<file path="config.mk">
export PLATFORM = sky130hd
export DESIGN_NAME = exec_unit
export DESIGN_NICKNAME = d
export VERILOG_FILES = /design/src/logic/exec_pkg.sv /design/src/logic/bit_exec.sv /design/src/logic/exec_timing.sv /design/src/logic/exec_unit.sv
export VERILOG_INCLUDE_DIRS = /design/src /design/src/logic
export SDC_FILE = /design/constraint.sdc
export NUM_CORES = 1
export LEC_CHECK = 0
export BUFFER_PORTS_ARGS = -buffer_cell sky130_fd_sc_hd__buf_2
export CAP_MARGIN = 20
export CORE_ASPECT_RATIO = 1.2
export CORE_MARGIN = 4
export CORE_UTILIZATION = 55
export DETAILED_ROUTE_END_ITERATION = 16
export PLACE_DENSITY = 0.86
export SLEW_MARGIN = 20
export SYNTH_ARGS = -nofsm -noshare
export SYNTH_HDL_FRONTEND = slang
export SYNTH_HIERARCHICAL = 1
export SYNTH_SLANG_ARGS = --single-unit
export TNS_END_PERCENT = 100
</file>
<file path="constraint.sdc">
create_clock -name MCLK -period 3.3 [get_ports MCLK]
set_input_delay 0.495 -clock MCLK [delete_from_list [all_inputs] [get_ports MCLK]]
set_output_delay 0.495 -clock MCLK [all_outputs]
set_load 0.05 [all_outputs]
</file>
<file path="src/logic/exec_unit_regs.svh">
// Register offsets, field positions and cycle counts of the exec unit
// Contract
// RULE1 - One counted cycle per CPU clock
// RULE2 - Non-RAM data access uses second cycle column
// RULE3 - Counts hold only for internal ROM fetch
// RULE4 - Bit-set branch, short direct: 3 bytes, 8/9
// RULE5 - Bit-set branch, special reg: 4 bytes, 11
// RULE6 - Bit-set branch, accumulator: 3 bytes, 8
// RULE7 - Bit-set branch, status word: 3 bytes, 9
// RULE8 - Bit-set branch, pointer pair: 3 bytes, 10/11
// RULE9 - Bit-clear branch, short direct: 4 bytes, 10/11
// RULE10 - Bit-clear branch, special reg: 4 bytes, 11
// RULE11 - Bit-clear branch, accumulator: 3 bytes, 8
// RULE12 - Bit-clear branch, status word: 4 bytes, 11
// RULE13 - Bit-clear branch, pointer pair: 3 bytes, 10/11
// RULE14 - Set-and-clear, short direct: 4 bytes, 10/12
// RULE15 - Set-and-clear, special reg: 4 bytes, 12
// RULE16 - Set-and-clear, accumulator: 3 bytes, 8
// RULE17 - Set-and-clear, status word: 4 bytes, 12
// RULE18 - Set-and-clear, pointer pair: 3 bytes, 10/12
// RULE19 - Decrement B or C, branch nonzero: 2, 6
// RULE20 - Decrement short direct byte: 3 bytes, 8/10
// RULE21 - Interrupt enable: 2 bytes, 6, flag set
// RULE22 - Interrupt disable: 2 bytes, 6, flag cleared
// RULE23 - Bank select 2/4; no-op 1/2
// RULE24 - Light and deep sleep: 2 bytes, 6
// RULE25 - RAM access uses first column; dash illegal
// RULE26 - Untaken branch falls through, bit untouched
`ifndef EXEC_UNIT_REGS_SVH
`define EXEC_UNIT_REGS_SVH
`define OFS_CTRL 12'h000
`define OFS_INSTR 12'h004
`define OFS_PC 12'h008
`define OFS_OPND 12'h00C
`define OFS_STAT 12'h010
`define OFS_RES 12'h014
`define F_GO 0
`define F_WAKE 1
`define F_ACK 2
`define F_OP 3:0
`define F_FORM 6:4
`define F_BIT 10:8
`define F_RAM 12
`define F_ROM 13
`define F_BANK 17:16
`define F_DATA 7:0
`define F_OFFS 15:8
`define F_PC 15:0
`define RST_PC 16'h0000
`define RST_BANK 2'h0
`define LEN_NOP 3'h1
`define LEN_CTL 3'h2
`define LEN_MID 3'h3
`define LEN_LONG 3'h4
`define CYC_DASH 4'h0
`define CYC_NOP 4'h2
`define CYC_SEL 4'h4
`define CYC_CTL 4'h6
`define CYC_FAST 4'h8
`define CYC_BIT9 4'h9
`define CYC_SLOW 4'hA
`define CYC_SLOWX 4'hB
`define CYC_CLRX 4'hC
`endif
</file>
<file path="src/logic/exec_pkg.sv">
// Operation, operand form and state types of the exec unit
`default_nettype none
package exec_pkg;
  typedef enum logic [3:0] {
    OP_BSET  = 4'h0,
    OP_BCLR  = 4'h1,
    OP_BSCLR = 4'h2,
    OP_DEC   = 4'h3,
    OP_SEL   = 4'h4,
    OP_IDLE  = 4'h5,
    OP_INTON = 4'h6,
    OP_INTOFF = 4'h7,
    OP_LIGHT = 4'h8,
    OP_DEEP  = 4'h9
  } op_e;
  typedef enum logic [2:0] {
    F_SADDR = 3'h0,
    F_SFR   = 3'h1,
    F_ACC   = 3'h2,
    F_STATW = 3'h3,
    F_PTR   = 3'h4,
    F_REGB  = 3'h5,
    F_REGC  = 3'h6
  } form_e;
  typedef enum logic [0:0] {
    S_IDLE = 1'b0,
    S_EXEC = 1'b1
  } state_e;
endpackage : exec_pkg
`default_nettype wire

</file>
<file path="src/logic/bit_exec.sv">
// Bit test, clear, decrement and target address arithmetic
`timescale 1ns/1ps
`default_nettype none
module bit_exec (
  input  wire logic [3:0]  op,
  input  wire logic [2:0]  bitno,
  input  wire logic [7:0]  opnd,
  input  wire logic [7:0]  offs,
  input  wire logic [15:0] pc,
  input  wire logic [2:0]  len,
  output logic             taken,
  output logic      [7:0]  result,
  output logic      [15:0] next_pc
);
  always_comb begin
    result = opnd;
    taken = 1'b0;
    case (op)
      exec_pkg::OP_BSET: taken = opnd[bitno]; // RULE4
      exec_pkg::OP_BCLR: taken = !opnd[bitno]; // RULE9
      exec_pkg::OP_BSCLR: begin
        taken = opnd[bitno];
        // Status word flags change simply because the byte changes
        if (taken) result[bitno] = 1'b0; // RULE14 RULE17
      end
      exec_pkg::OP_DEC: begin
        result = opnd - 8'h01; // RULE19 RULE20
        taken = result != 8'h00;
      end
      default: taken = 1'b0;
    endcase
    next_pc = pc + {13'h0000, len}; // RULE26
    if (taken) next_pc = next_pc + {{8{offs[7]}}, offs};
  end
endmodule : bit_exec
`default_nettype wire

</file>
<file path="src/logic/exec_timing.sv">
// Length and cycle lookup per operation and operand form
`timescale 1ns/1ps
`default_nettype none
`include "exec_unit_regs.svh"
module exec_timing (
  input  wire logic [3:0] op,
  input  wire logic [2:0] form,
  input  wire logic       ram,
  output logic      [2:0] len,
  output logic      [3:0] cyc,
  output logic            legal
);
  logic [3:0] c_ram;
  logic [3:0] c_ext;
  always_comb begin
    len = `LEN_CTL;
    c_ram = `CYC_DASH;
    c_ext = `CYC_DASH;
    case ({op, form})
      {exec_pkg::OP_BSET, exec_pkg::F_SADDR}:
        {len, c_ram, c_ext} = {`LEN_MID, `CYC_FAST, `CYC_BIT9}; // RULE4
      {exec_pkg::OP_BSET, exec_pkg::F_SFR}:
        {len, c_ext} = {`LEN_LONG, `CYC_SLOWX}; // RULE5
      {exec_pkg::OP_BSET, exec_pkg::F_ACC}:
        {len, c_ram} = {`LEN_MID, `CYC_FAST}; // RULE6
      {exec_pkg::OP_BSET, exec_pkg::F_STATW}:
        {len, c_ext} = {`LEN_MID, `CYC_BIT9}; // RULE7
      {exec_pkg::OP_BSET, exec_pkg::F_PTR}:
        {len, c_ram, c_ext} = {`LEN_MID, `CYC_SLOW, `CYC_SLOWX}; // RULE8
      {exec_pkg::OP_BCLR, exec_pkg::F_SADDR}:
        {len, c_ram, c_ext} = {`LEN_LONG, `CYC_SLOW, `CYC_SLOWX}; // RULE9
      {exec_pkg::OP_BCLR, exec_pkg::F_SFR}:
        {len, c_ext} = {`LEN_LONG, `CYC_SLOWX}; // RULE10
      {exec_pkg::OP_BCLR, exec_pkg::F_ACC}:
        {len, c_ram} = {`LEN_MID, `CYC_FAST}; // RULE11
      {exec_pkg::OP_BCLR, exec_pkg::F_STATW}:
        {len, c_ext} = {`LEN_LONG, `CYC_SLOWX}; // RULE12
      {exec_pkg::OP_BCLR, exec_pkg::F_PTR}:
        {len, c_ram, c_ext} = {`LEN_MID, `CYC_SLOW, `CYC_SLOWX}; // RULE13
      {exec_pkg::OP_BSCLR, exec_pkg::F_SADDR}:
        {len, c_ram, c_ext} = {`LEN_LONG, `CYC_SLOW, `CYC_CLRX}; // RULE14
      {exec_pkg::OP_BSCLR, exec_pkg::F_SFR}:
        {len, c_ext} = {`LEN_LONG, `CYC_CLRX}; // RULE15
      {exec_pkg::OP_BSCLR, exec_pkg::F_ACC}:
        {len, c_ram} = {`LEN_MID, `CYC_FAST}; // RULE16
      {exec_pkg::OP_BSCLR, exec_pkg::F_STATW}:
        {len, c_ext} = {`LEN_LONG, `CYC_CLRX}; // RULE17
      {exec_pkg::OP_BSCLR, exec_pkg::F_PTR}:
        {len, c_ram, c_ext} = {`LEN_MID, `CYC_SLOW, `CYC_CLRX}; // RULE18
      {exec_pkg::OP_DEC, exec_pkg::F_REGB},
      {exec_pkg::OP_DEC, exec_pkg::F_REGC}: c_ram = `CYC_CTL; // RULE19
      {exec_pkg::OP_DEC, exec_pkg::F_SADDR}:
        {len, c_ram, c_ext} = {`LEN_MID, `CYC_FAST, `CYC_SLOW}; // RULE20
      default: begin
        case (op)
          exec_pkg::OP_INTON: c_ext = `CYC_CTL; // RULE21
          exec_pkg::OP_INTOFF: c_ext = `CYC_CTL; // RULE22
          exec_pkg::OP_SEL: c_ram = `CYC_SEL; // RULE23
          exec_pkg::OP_IDLE: {len, c_ram} = {`LEN_NOP, `CYC_NOP}; // RULE23
          exec_pkg::OP_LIGHT,
          exec_pkg::OP_DEEP: c_ram = `CYC_CTL; // RULE24
          default: c_ram = `CYC_DASH;
        endcase
      end
    endcase
    // Control ops with one column run from either area
    if (op >= exec_pkg::OP_SEL && op <= exec_pkg::OP_DEEP) begin
      c_ext = (c_ext == `CYC_DASH) ? c_ram : c_ext;
      c_ram = (c_ram == `CYC_DASH) ? c_ext : c_ram;
    end
    cyc = ram ? c_ram : c_ext; // RULE2 RULE25
    legal = cyc != `CYC_DASH; // RULE25
  end
endmodule : exec_timing
`default_nettype wire

</file>
<file path="src/logic/exec_unit.sv">
// Exec unit for bit branches, loop decrement and CPU control ops
`timescale 1ns/1ps
`default_nettype none
`include "exec_unit_regs.svh"
module exec_unit (
  input  wire logic        MCLK,
  input  wire logic        RESET_N,
  input  wire logic        PSEL,
  input  wire logic        PENABLE,
  input  wire logic        PWRITE,
  input  wire logic [11:0] PADDR,
  input  wire logic [31:0] PWDATA,
  output logic      [31:0] PRDATA,
  output logic             PREADY,
  output logic             PSLVERR,
  output logic             INT_ENABLE,
  output logic      [1:0]  BANK_SEL,
  output logic             HALT_MODE,
  output logic             STOP_MODE,
  output logic             BUSY
);
  logic                  rst_meta;
  logic                  rst_n;
  exec_pkg::state_e      state;
  exec_pkg::state_e      next_state;
  logic [3:0]            count;
  logic [3:0]            next_count;
  logic [3:0]            op;
  logic [3:0]            next_op;
  logic [2:0]            form;
  logic [2:0]            next_form;
  logic [2:0]            bitno;
  logic [2:0]            next_bitno;
  logic                  ram;
  logic                  next_ram;
  logic                  rom;
  logic                  next_rom;
  logic [1:0]            bank_n;
  logic [1:0]            next_bank_n;
  logic [15:0]           pc;
  logic [15:0]           next_pc;
  logic [7:0]            opnd;
  logic [7:0]            next_opnd;
  logic [7:0]            offs;
  logic [7:0]            next_offs;
  logic                  done;
  logic                  next_done;
  logic                  illegal;
  logic                  next_illegal;
  logic                  uncovered;
  logic                  next_uncovered;
  logic                  taken;
  logic                  next_taken;
  logic                  ie;
  logic                  next_ie;
  logic [1:0]            bank;
  logic [1:0]            next_bank;
  logic                  halt;
  logic                  next_halt;
  logic                  stop;
  logic                  next_stop;
  logic [2:0]            len_lat;
  logic [2:0]            next_len_lat;
  logic [3:0]            cyc_lat;
  logic [3:0]            next_cyc_lat;
  logic [31:0]           next_prdata;
  logic [2:0]            t_len;
  logic [3:0]            t_cyc;
  logic                  t_legal;
  logic                  x_taken;
  logic [7:0]            x_result;
  logic [15:0]           x_pc;
  logic                  wr_acc;
  logic                  sel_ctrl;
  logic                  sel_instr;
  logic                  sel_pc;
  logic                  sel_opnd;
  logic                  sel_stat;
  logic                  sel_res;
  logic                  mapped;
  logic                  go;
  logic                  commit;

  // Reset enters asynchronously but is released on the clock
  always_ff @(posedge MCLK or negedge RESET_N) begin
    if (!RESET_N) begin
      rst_meta <= 1'b0;
      rst_n <= 1'b0;
    end else begin
      rst_meta <= 1'b1;
      rst_n <= rst_meta;
    end
  end

  exec_timing exec_timing_i (
    .op    (op),
    .form  (form),
    .ram   (ram),
    .len   (t_len),
    .cyc   (t_cyc),
    .legal (t_legal)
  );

  bit_exec bit_exec_i (
    .op      (op),
    .bitno   (bitno),
    .opnd    (opnd),
    .offs    (offs),
    .pc      (pc),
    .len     (len_lat),
    .taken   (x_taken),
    .result  (x_result),
    .next_pc (x_pc)
  );

  assign sel_ctrl = PADDR == `OFS_CTRL;
  assign sel_instr = PADDR == `OFS_INSTR;
  assign sel_pc = PADDR == `OFS_PC;
  assign sel_opnd = PADDR == `OFS_OPND;
  assign sel_stat = PADDR == `OFS_STAT;
  assign sel_res = PADDR == `OFS_RES;
  assign mapped = |{sel_ctrl, sel_instr, sel_pc, sel_opnd, sel_stat, sel_res};
  // Zero wait states keep the master's access phase to one cycle
  assign PREADY = 1'b1;
  assign PSLVERR = PSEL && PENABLE && !mapped;
  assign wr_acc = PSEL && PENABLE && PWRITE && mapped;
  assign go = wr_acc && sel_ctrl && PWDATA[`F_GO];
  assign commit = state == exec_pkg::S_EXEC && count == 4'h1;

  always_comb begin
    next_state = state;
    next_count = count;
    next_op = op;
    next_form = form;
    next_bitno = bitno;
    next_ram = ram;
    next_rom = rom;
    next_bank_n = bank_n;
    next_pc = pc;
    next_opnd = opnd;
    next_offs = offs;
    next_done = done;
    next_illegal = illegal;
    next_uncovered = uncovered;
    next_taken = taken;
    next_ie = ie;
    next_bank = bank;
    next_halt = halt;
    next_stop = stop;
    next_len_lat = len_lat;
    next_cyc_lat = cyc_lat;
    if (wr_acc && sel_ctrl && PWDATA[`F_WAKE]) begin
      next_halt = 1'b0;
      next_stop = 1'b0;
    end
    if (wr_acc && sel_ctrl && PWDATA[`F_ACK]) next_done = 1'b0;
    unique case (state)
      exec_pkg::S_IDLE: begin
        // Operands are frozen while busy so the result cannot tear
        if (wr_acc && sel_instr) begin
          next_op = PWDATA[`F_OP];
          next_form = PWDATA[`F_FORM];
          next_bitno = PWDATA[`F_BIT];
          next_ram = PWDATA[`F_RAM];
          next_rom = PWDATA[`F_ROM];
          next_bank_n = PWDATA[`F_BANK];
        end
        if (wr_acc && sel_pc) next_pc = PWDATA[`F_PC];
        if (wr_acc && sel_opnd) begin
          next_opnd = PWDATA[`F_DATA];
          next_offs = PWDATA[`F_OFFS];
        end
        if (go) begin
          next_len_lat = t_len;
          next_cyc_lat = t_cyc;
          next_taken = 1'b0;
          next_uncovered = !rom; // RULE3
          next_done = !t_legal;
          next_illegal = !t_legal; // RULE25
          if (t_legal) begin
            next_state = exec_pkg::S_EXEC;
            next_count = t_cyc; // RULE1
          end
        end
      end
      exec_pkg::S_EXEC: begin
        next_count = count - 4'h1; // RULE1
        if (count == 4'h1) begin
          next_state = exec_pkg::S_IDLE;
          next_pc = x_pc; // RULE26
          next_opnd = x_result; // RULE14 RULE19
          next_taken = x_taken;
          // Set of done wins over an acknowledge in the same cycle
          next_done = 1'b1;
          case (op)
            exec_pkg::OP_INTON: next_ie = 1'b1; // RULE21
            exec_pkg::OP_INTOFF: next_ie = 1'b0; // RULE22
            exec_pkg::OP_SEL: next_bank = bank_n; // RULE23
            exec_pkg::OP_LIGHT: next_halt = 1'b1; // RULE24
            exec_pkg::OP_DEEP: next_stop = 1'b1; // RULE24
            default: next_ie = ie;
          endcase
        end
      end
    endcase
  end

  always_ff @(posedge MCLK or negedge rst_n) begin
    if (!rst_n) begin
      state <= exec_pkg::S_IDLE;
      count <= 4'h0;
      op <= 4'h0;
      form <= 3'h0;
      bitno <= 3'h0;
      ram <= 1'b0;
      rom <= 1'b0;
      bank_n <= 2'h0;
      pc <= `RST_PC;
      opnd <= 8'h00;
      offs <= 8'h00;
      done <= 1'b0;
      illegal <= 1'b0;
      uncovered <= 1'b0;
      taken <= 1'b0;
      ie <= 1'b0;
      bank <= `RST_BANK;
      halt <= 1'b0;
      stop <= 1'b0;
      len_lat <= 3'h0;
      cyc_lat <= 4'h0;
    end else begin
      state <= next_state;
      count <= next_count;
      op <= next_op;
      form <= next_form;
      bitno <= next_bitno;
      ram <= next_ram;
      rom <= next_rom;
      bank_n <= next_bank_n;
      pc <= next_pc;
      opnd <= next_opnd;
      offs <= next_offs;
      done <= next_done;
      illegal <= next_illegal;
      uncovered <= next_uncovered;
      taken <= next_taken;
      ie <= next_ie;
      bank <= next_bank;
      halt <= next_halt;
      stop <= next_stop;
      len_lat <= next_len_lat;
      cyc_lat <= next_cyc_lat;
    end
  end

  // Read data is prepared in the setup cycle so PRDATA is a flop
  always_comb begin
    next_prdata = PRDATA;
    if (PSEL && !PENABLE && !PWRITE) begin
      next_prdata = 32'h0000_0000;
      if (sel_instr) begin
        next_prdata[`F_OP] = op;
        next_prdata[`F_FORM] = form;
        next_prdata[`F_BIT] = bitno;
        next_prdata[`F_RAM] = ram;
        next_prdata[`F_ROM] = rom;
        next_prdata[`F_BANK] = bank_n;
      end
      if (sel_pc) next_prdata[`F_PC] = pc;
      if (sel_opnd) next_prdata[15:0] = {offs, opnd};
      if (sel_stat) begin
        next_prdata[9:0] = {stop, halt, bank, ie, taken, uncovered,
                            illegal, done, state == exec_pkg::S_EXEC};
      end
      if (sel_res) next_prdata[11:0] = {cyc_lat, 5'h00, len_lat};
    end
  end

  always_ff @(posedge MCLK or negedge rst_n) begin
    if (!rst_n) PRDATA <= 32'h0000_0000;
    else PRDATA <= next_prdata;
  end

  assign INT_ENABLE = ie;
  assign BANK_SEL = bank;
  assign HALT_MODE = halt;
  assign STOP_MODE = stop;
  assign BUSY = state == exec_pkg::S_EXEC;

  // Cycles spent in the current execution, for checking only
  logic [3:0] elapsed;
  always_ff @(posedge MCLK or negedge rst_n) begin
    if (!rst_n) elapsed <= 4'h0;
    else if (state == exec_pkg::S_IDLE) elapsed <= 4'h1;
    else elapsed <= elapsed + 4'h1;
  end
endmodule : exec_unit
`default_nettype wire

</file>
After elaboration in Yosys (flattened, before gate mapping) --
Index checks and enable logic that the tools add are counted.
Word-level totals: logic and storage cells 182, input port bits 49, register bits 87
Operators by class: order comparisons 4, bitwise operators 3, equal/unequal tests 39, $add $sub $neg 4, mux-type cells 56, reduce and logical (&&, ||, !) cells 52
Operators with widths (number):
- $mux W16 | 5
- $eq A7 B5 Y1 const B | 8
- $eq A7 B4 Y1 const B | 5
- $pmux W16 S2 | 1
- $pmux W8 S2 | 2
- $mux W4 | 7
- $eq A12 B4 Y1 const B | 2
- $eq A12 B5 Y1 const B | 2
- $mux W8 | 3
- $pmux W4 S5 | 1
- $mux W1 | 18
- $pmux W3 S3 | 2
- $reduce_or A6 Y1 | 3
- $add A16 B16 Y16 | 1
- $add A16 B3 Y16 | 1
- $eq A4 B3 Y1 const B | 4
- $pmux W4 S4 | 1
- $logic_and A1 B1 Y1 | 15
- $reduce_or A5 Y1 | 3
- $eq A7 B2 Y1 const B | 2
- $eq A12 B3 Y1 const B | 1
- $logic_not A12 Y1 | 1
- $logic_not A4 Y1 | 3
- $mux W12 | 1
- 39 further kinds | 66

Longest topological paths before layout --
depth in word-level cells 13, mapped depth 17

By module --
The synthesis kept the hierarchy.
By module, submodules not included:
- exec_unit | cells each 402, area each 4464.3 µm², instances 1
- bit_exec | cells each 223, area each 1601.5 µm², instances 1
- exec_timing | cells each 62, area each 396.6 µm², instances 1

Worst setup path after synthesis --
OpenSTA, ideal clock, no wires.
path type register -> register, start reg pc[0], end reg pc[13], setup time 125 ps, path buffers 0, period minus slack after synthesis 3869 ps, path slack -569 ps, cell stages (with the launch flop) 17, arrival time 3744 ps, cell sequence dfrtp_1 -> ha_1 -> fa_1 -> a21o_1 -> nand2b_1 -> nor2_1 -> xor2_1 -> ha_1 -> a21o_1 -> a31o_2 -> a22oi_1 -> nor3b_1 -> o31ai_1 -> xor2_1 -> mux2_4 -> mux2_2 -> mux2_2
On the way: word-level cells in the longest chain between the ends 5
RTL lines:
- from (decl) | line exec_unit.sv:40 | logic [15:0] pc;
- from (signal assigned) | line exec_unit.sv:218 | pc <= `RST_PC;
- from (signal assigned) | line exec_unit.sv:240 | pc <= next_pc;
- $add A16 B3 Y16 * | line bit_exec.sv:32 | next_pc = pc + {13'h0000, len};
- $add A16 B16 Y16 | line bit_exec.sv:33 | if (taken) next_pc = next_pc + {{8{offs[7]}}, offs};
- $mux W16 * | line bit_exec.sv:33
- net x_pc[13] | line exec_unit.sv:72 | logic [15:0] x_pc;
- $mux W16 * | line exec_unit.sv:188 | if (count == 4'h1) begin
- $pmux W16 S2 * | line exec_unit.sv:157 | unique case (state)
Mark *: on every way through the listed nets, which the timed path passes. The rest lies on a longest branch. The select of a mux whose other input is x is not followed. A chain may end at the register's enable or synchronous reset.

Worst setup path after layout --
Ends and elaborated chain as after synthesis.

==> metrics.md <==
| Metric | Value |
|---|---|
| Hold EP | rst_n$_DFF_PN0_ |
| Data required, critical path | 3.53 ns |
| Run status | complete, but fails checks |
| Final Wtd Congestion | 0.926 |
| Die H | 127 um |
| Final setup margin | -0.522 ns |
| Crit Path Max Fanout | 3 |
| Number of synthesized flops with an enable pin | 0 |
| Slew Viols, Final | 0 |
| Fin Hold WS | 0.363 ns |
| Layout fillers | 788 |
| Hold Startpoint | rst_meta$_DFF_PN0_ |
| Top sig layer | met4 |
| Fin. Hold Viols | 0 |
| Crit path arrival time | 4.05 ns |
| DR WL/cell | 22.0 um |
| Maximum vdd drop | 247 uV |
| Commonest non-fill, non-tap cell in the layout | nand2_1 |
| Final Setup Violations | 9 |
| Die Wd | 107 um |
| Placed Area | 7240 sq um |
| FMAX | 262 MHz |
| Crit-path cells | ha_2 -> fa_2 -> a21o_1 -> nand2b_4 -> nor2_1 -> xor2_1 -> ha_1 -> a21o_1 -> a31o_4 -> a22oi_2 -> nor3b_4 -> o31ai_2 -> xor2_1 -> mux2_4 -> mux2_2 -> mux2_2 |
| Top FF cell, synth | dfrtp_1 |
| P&R area growth vs syn | 22.2% |
| Hold Crit Class | reg -> reg |
| Total Routing Usage GR | 29.3% |
| Core area | 11500 sq um |
| Later-pin clock latency in the skew report | 0.34 ns |
| CTS tree | yes |
| Clock power share | 45.8% |
| Drt drc | 0 |
| Design Area, Final | 7900 sq um |
| Power Dens Cells | 307 nW/um^2 |
| Seq cells post-synth | 87 |
| Sequential power share | 45.3% |
| Via count | 6402 |
| Relative slew slack | 36.5% |
| Worst-path clk slew | 0.07 ns |
| Crit path capture type | flip-flop |
| Layout Nets | 879 |
| MaxCap Viol Count | 0 |
| Met2 wire len | 10.2 mm |
| Number of global-route vias before repair | 6207 |
| First DRT Iteration DRCs | 588 |
| Ports | 89 |
| Worst Skew | 0.0104 ns |
| Root Driver | clkbuf_16 |
| First-pass GRT wire length | 31.7 mm |
| Antenna viol nets, final | 0 |
| Drt first pass iters | 5 |
| Fin util | 68.6% |
| Largest net degree at the start of global routing | 86 |
| PortBufs | 59 |
| Die area | 13600 sq um |
| Worst reg2reg path depth | 16 |
| Lkg Pwr | 3.82 nW |
| Internal power | 0.00179 W |
| Yosys cell types | 82 |
| Most frequent cells in the layout | nand2_1 (87), dfrtp_1 (85), buf_4 (77) |
| Clk sinks | 87 |
| Starting density of the core | 56.1% |
| Synthesized area per cell | 9.41 sq um |
| Sequential-to-total area share from yosys stat | 33.7% |
| Combinational power share | 8.9% |
| Crit-path slowest cell | dfrtp_1 |
| Place WS | -0.438 ns |
| Maximum root-to-sink buffer count | 2 |
| Actual slew at the worst max-slew pin | 0.950 ns |
| Reg2reg end | pc[13]$_DFFE_PN0P_ |
| Multi-input combinational cell area | 4200 sq um |
| Switching share of power | 25.9% |
| FF/Latch Area | 2180 sq um |
| Hpwl dp | 13.8 mm |
| Post-route setup TNS | -3.38 ns |
| Met1 Wirelength | 7.38 mm |
| Setup crit start kind | flip-flop |
| Ratio of final minimum period to clock period | 116% |
| RSZ-0062 raised after global routing | yes |
| Fraction of registers with async set/reset | 100% |
| Failing checks | setup timing |
| WL met3 | 1.86 mm |
| TritonCTS Buffers | 9 |
| Drt via density | 6.63 |
| ANT cells | 0 |
| R2R Path Start | pc[0]$_DFFE_PN0P_ |
| Initial antenna violation count | 0 |
| # rows | 43 |
| Critical Path Max Stage Delay | 0.39 ns |
| Reg2Reg Setup Slack | -0.52 ns |
| Crit Path Class | reg -> reg |
| Psw | 0.000628 W |
| Yosys warning total | 6 |
| Cells after synthesis | 687 |
| Crit path time final | 3.82 ns |
| H-Tree Depth | 3 |
| Min-Delay Path Depth | 0 |
| Global-route congestion overflow total | 0 |
| Synthesized area | 6460 sq um |
| Routed WL | 21.2 mm |
| Share of cells above drive strength 1 | 35.6% |
-- how the worst max path moves through the flow --
stage,startpoint,endpoint,slack [ns],cells past startpoint
finish,pc[0]$_DFFE_PN0P_,pc[13]$_DFFE_PN0P_,-0.52,16
global placement,pc[0]$_DFFE_PN0P_,pc[13]$_DFFE_PN0P_,-0.35,16
floorplan,pc[0]$_DFFE_PN0P_,pc[13]$_DFFE_PN0P_,-0.35,16
CTS,pc[0]$_DFFE_PN0P_,pc[13]$_DFFE_PN0P_,-0.45,15
global route,pc[0]$_DFFE_PN0P_,pc[13]$_DFFE_PN0P_,-0.64,16
detailed placement,pc[0]$_DFFE_PN0P_,pc[13]$_DFFE_PN0P_,-0.44,16
-- area by class of cell --
cell class | instances | share of cell area (%)
repair buffers | 140 | 11.7
well taps | 157 | 2.49
flip-flops and latches | 87 | 27.6
clock inverters | 5 | 1.06
inverters | 22 | 1.05
clock buffers | 10 | 2.90
multi-input cells | 545 | 53.2
-- sequential cells by signal (all words and copies together) (netlist names), 2 cells and up --
signal and flops:
count 4, bitno 3, form 3, pc 16, cyc_lat 4, offs 8
PRDATA 18, bank_n 2, len_lat 3, op 4, BANK_SEL 2, opnd 8
-- what timing repair did --
| action | CTS | global route |
|---|---|---|
| resized for setup | 12 | 25 |
| endpoints found under the setup margin | 9 | 10 |
| hold buffers | 1 | 0 |
| endpoints found under the hold margin | 2 | 0 |
| setup buffers | 5 | 9 |
| pin swaps | 9 | 17 |
-- power by group through the flow --
stage	Combinational [W]	Clock [W]	Sequential [W]
final	0.000216	0.00111	0.00110
after global routing	0.000228	0.00115	0.00110
after CTS	0.000199	0.00109	0.00111
after detailed placement	0.000196	0	0.00113
after global placement	0.000190	0	0.00112
after floorplan	0.000117	0	0.00115
-- critical path, delay by kind of cell, from the launching register on --
family / cells / cell delay (ns)
AOI/OAI and AO/OA: 5 / 0.89
xor gates and xnor gates: 2 / 0.34
adders and majority gates: 3 / 0.86
DFF: 1 / 0.39
muxes: 3 / 0.82
and+or+nand+nor: 3 / 0.40
-- metrics by stage --
stage                     power (W)  cells
after floorplan             0.00127    701
after global placement      0.00131    935
after detailed placement    0.00132    935
after CTS                   0.00240    956
after global routing        0.00248    966
final                       0.00242    966
-- kinds of logic after synthesis --
logic type	count (synthesis)	share of synthesized area (%)
compound gates	159	16.7
xor+xnor	33	4.47
fa+ha+maj	25	5.07
buf+inv	69	5.92
flops	87	33.7
mux	90	16.0
other cells	2	0.116
simple gates	222	18.0
-- per-layer routing --
layer	up-vias	GRT usage, %
met4	0	19.3
li1	2696	-
met1	3088	33.4
met3	165	4.53
met2	453	50.5
met5	-	0
-- cells in the mapped netlist, drive strengths merged (6+ instances only) --
cell type  number  area (sq um)
clkbuf         10          38.8
a21o            6          45.0
nor3            6          52.6
or3             8          55.1
nand2          88           330
a22o            6          52.6
mux2i           8          80.1
o21ai          30           150
a21oi          43           215
buf            37           262
nand3          15          80.1
mux2           81           931
dfrtp          87          2180
xor2           14           123
a22oi          12          90.1
a31oi           6          37.5
nor3b           6          45.0
xnor2          19           166
nand2b          8          50.1
o31ai          12          90.1
nor4            6          73.8
nor2           45           169
ha             23           288
inv            21          78.8
Note: power is estimated with default switching activity, not from simulation.
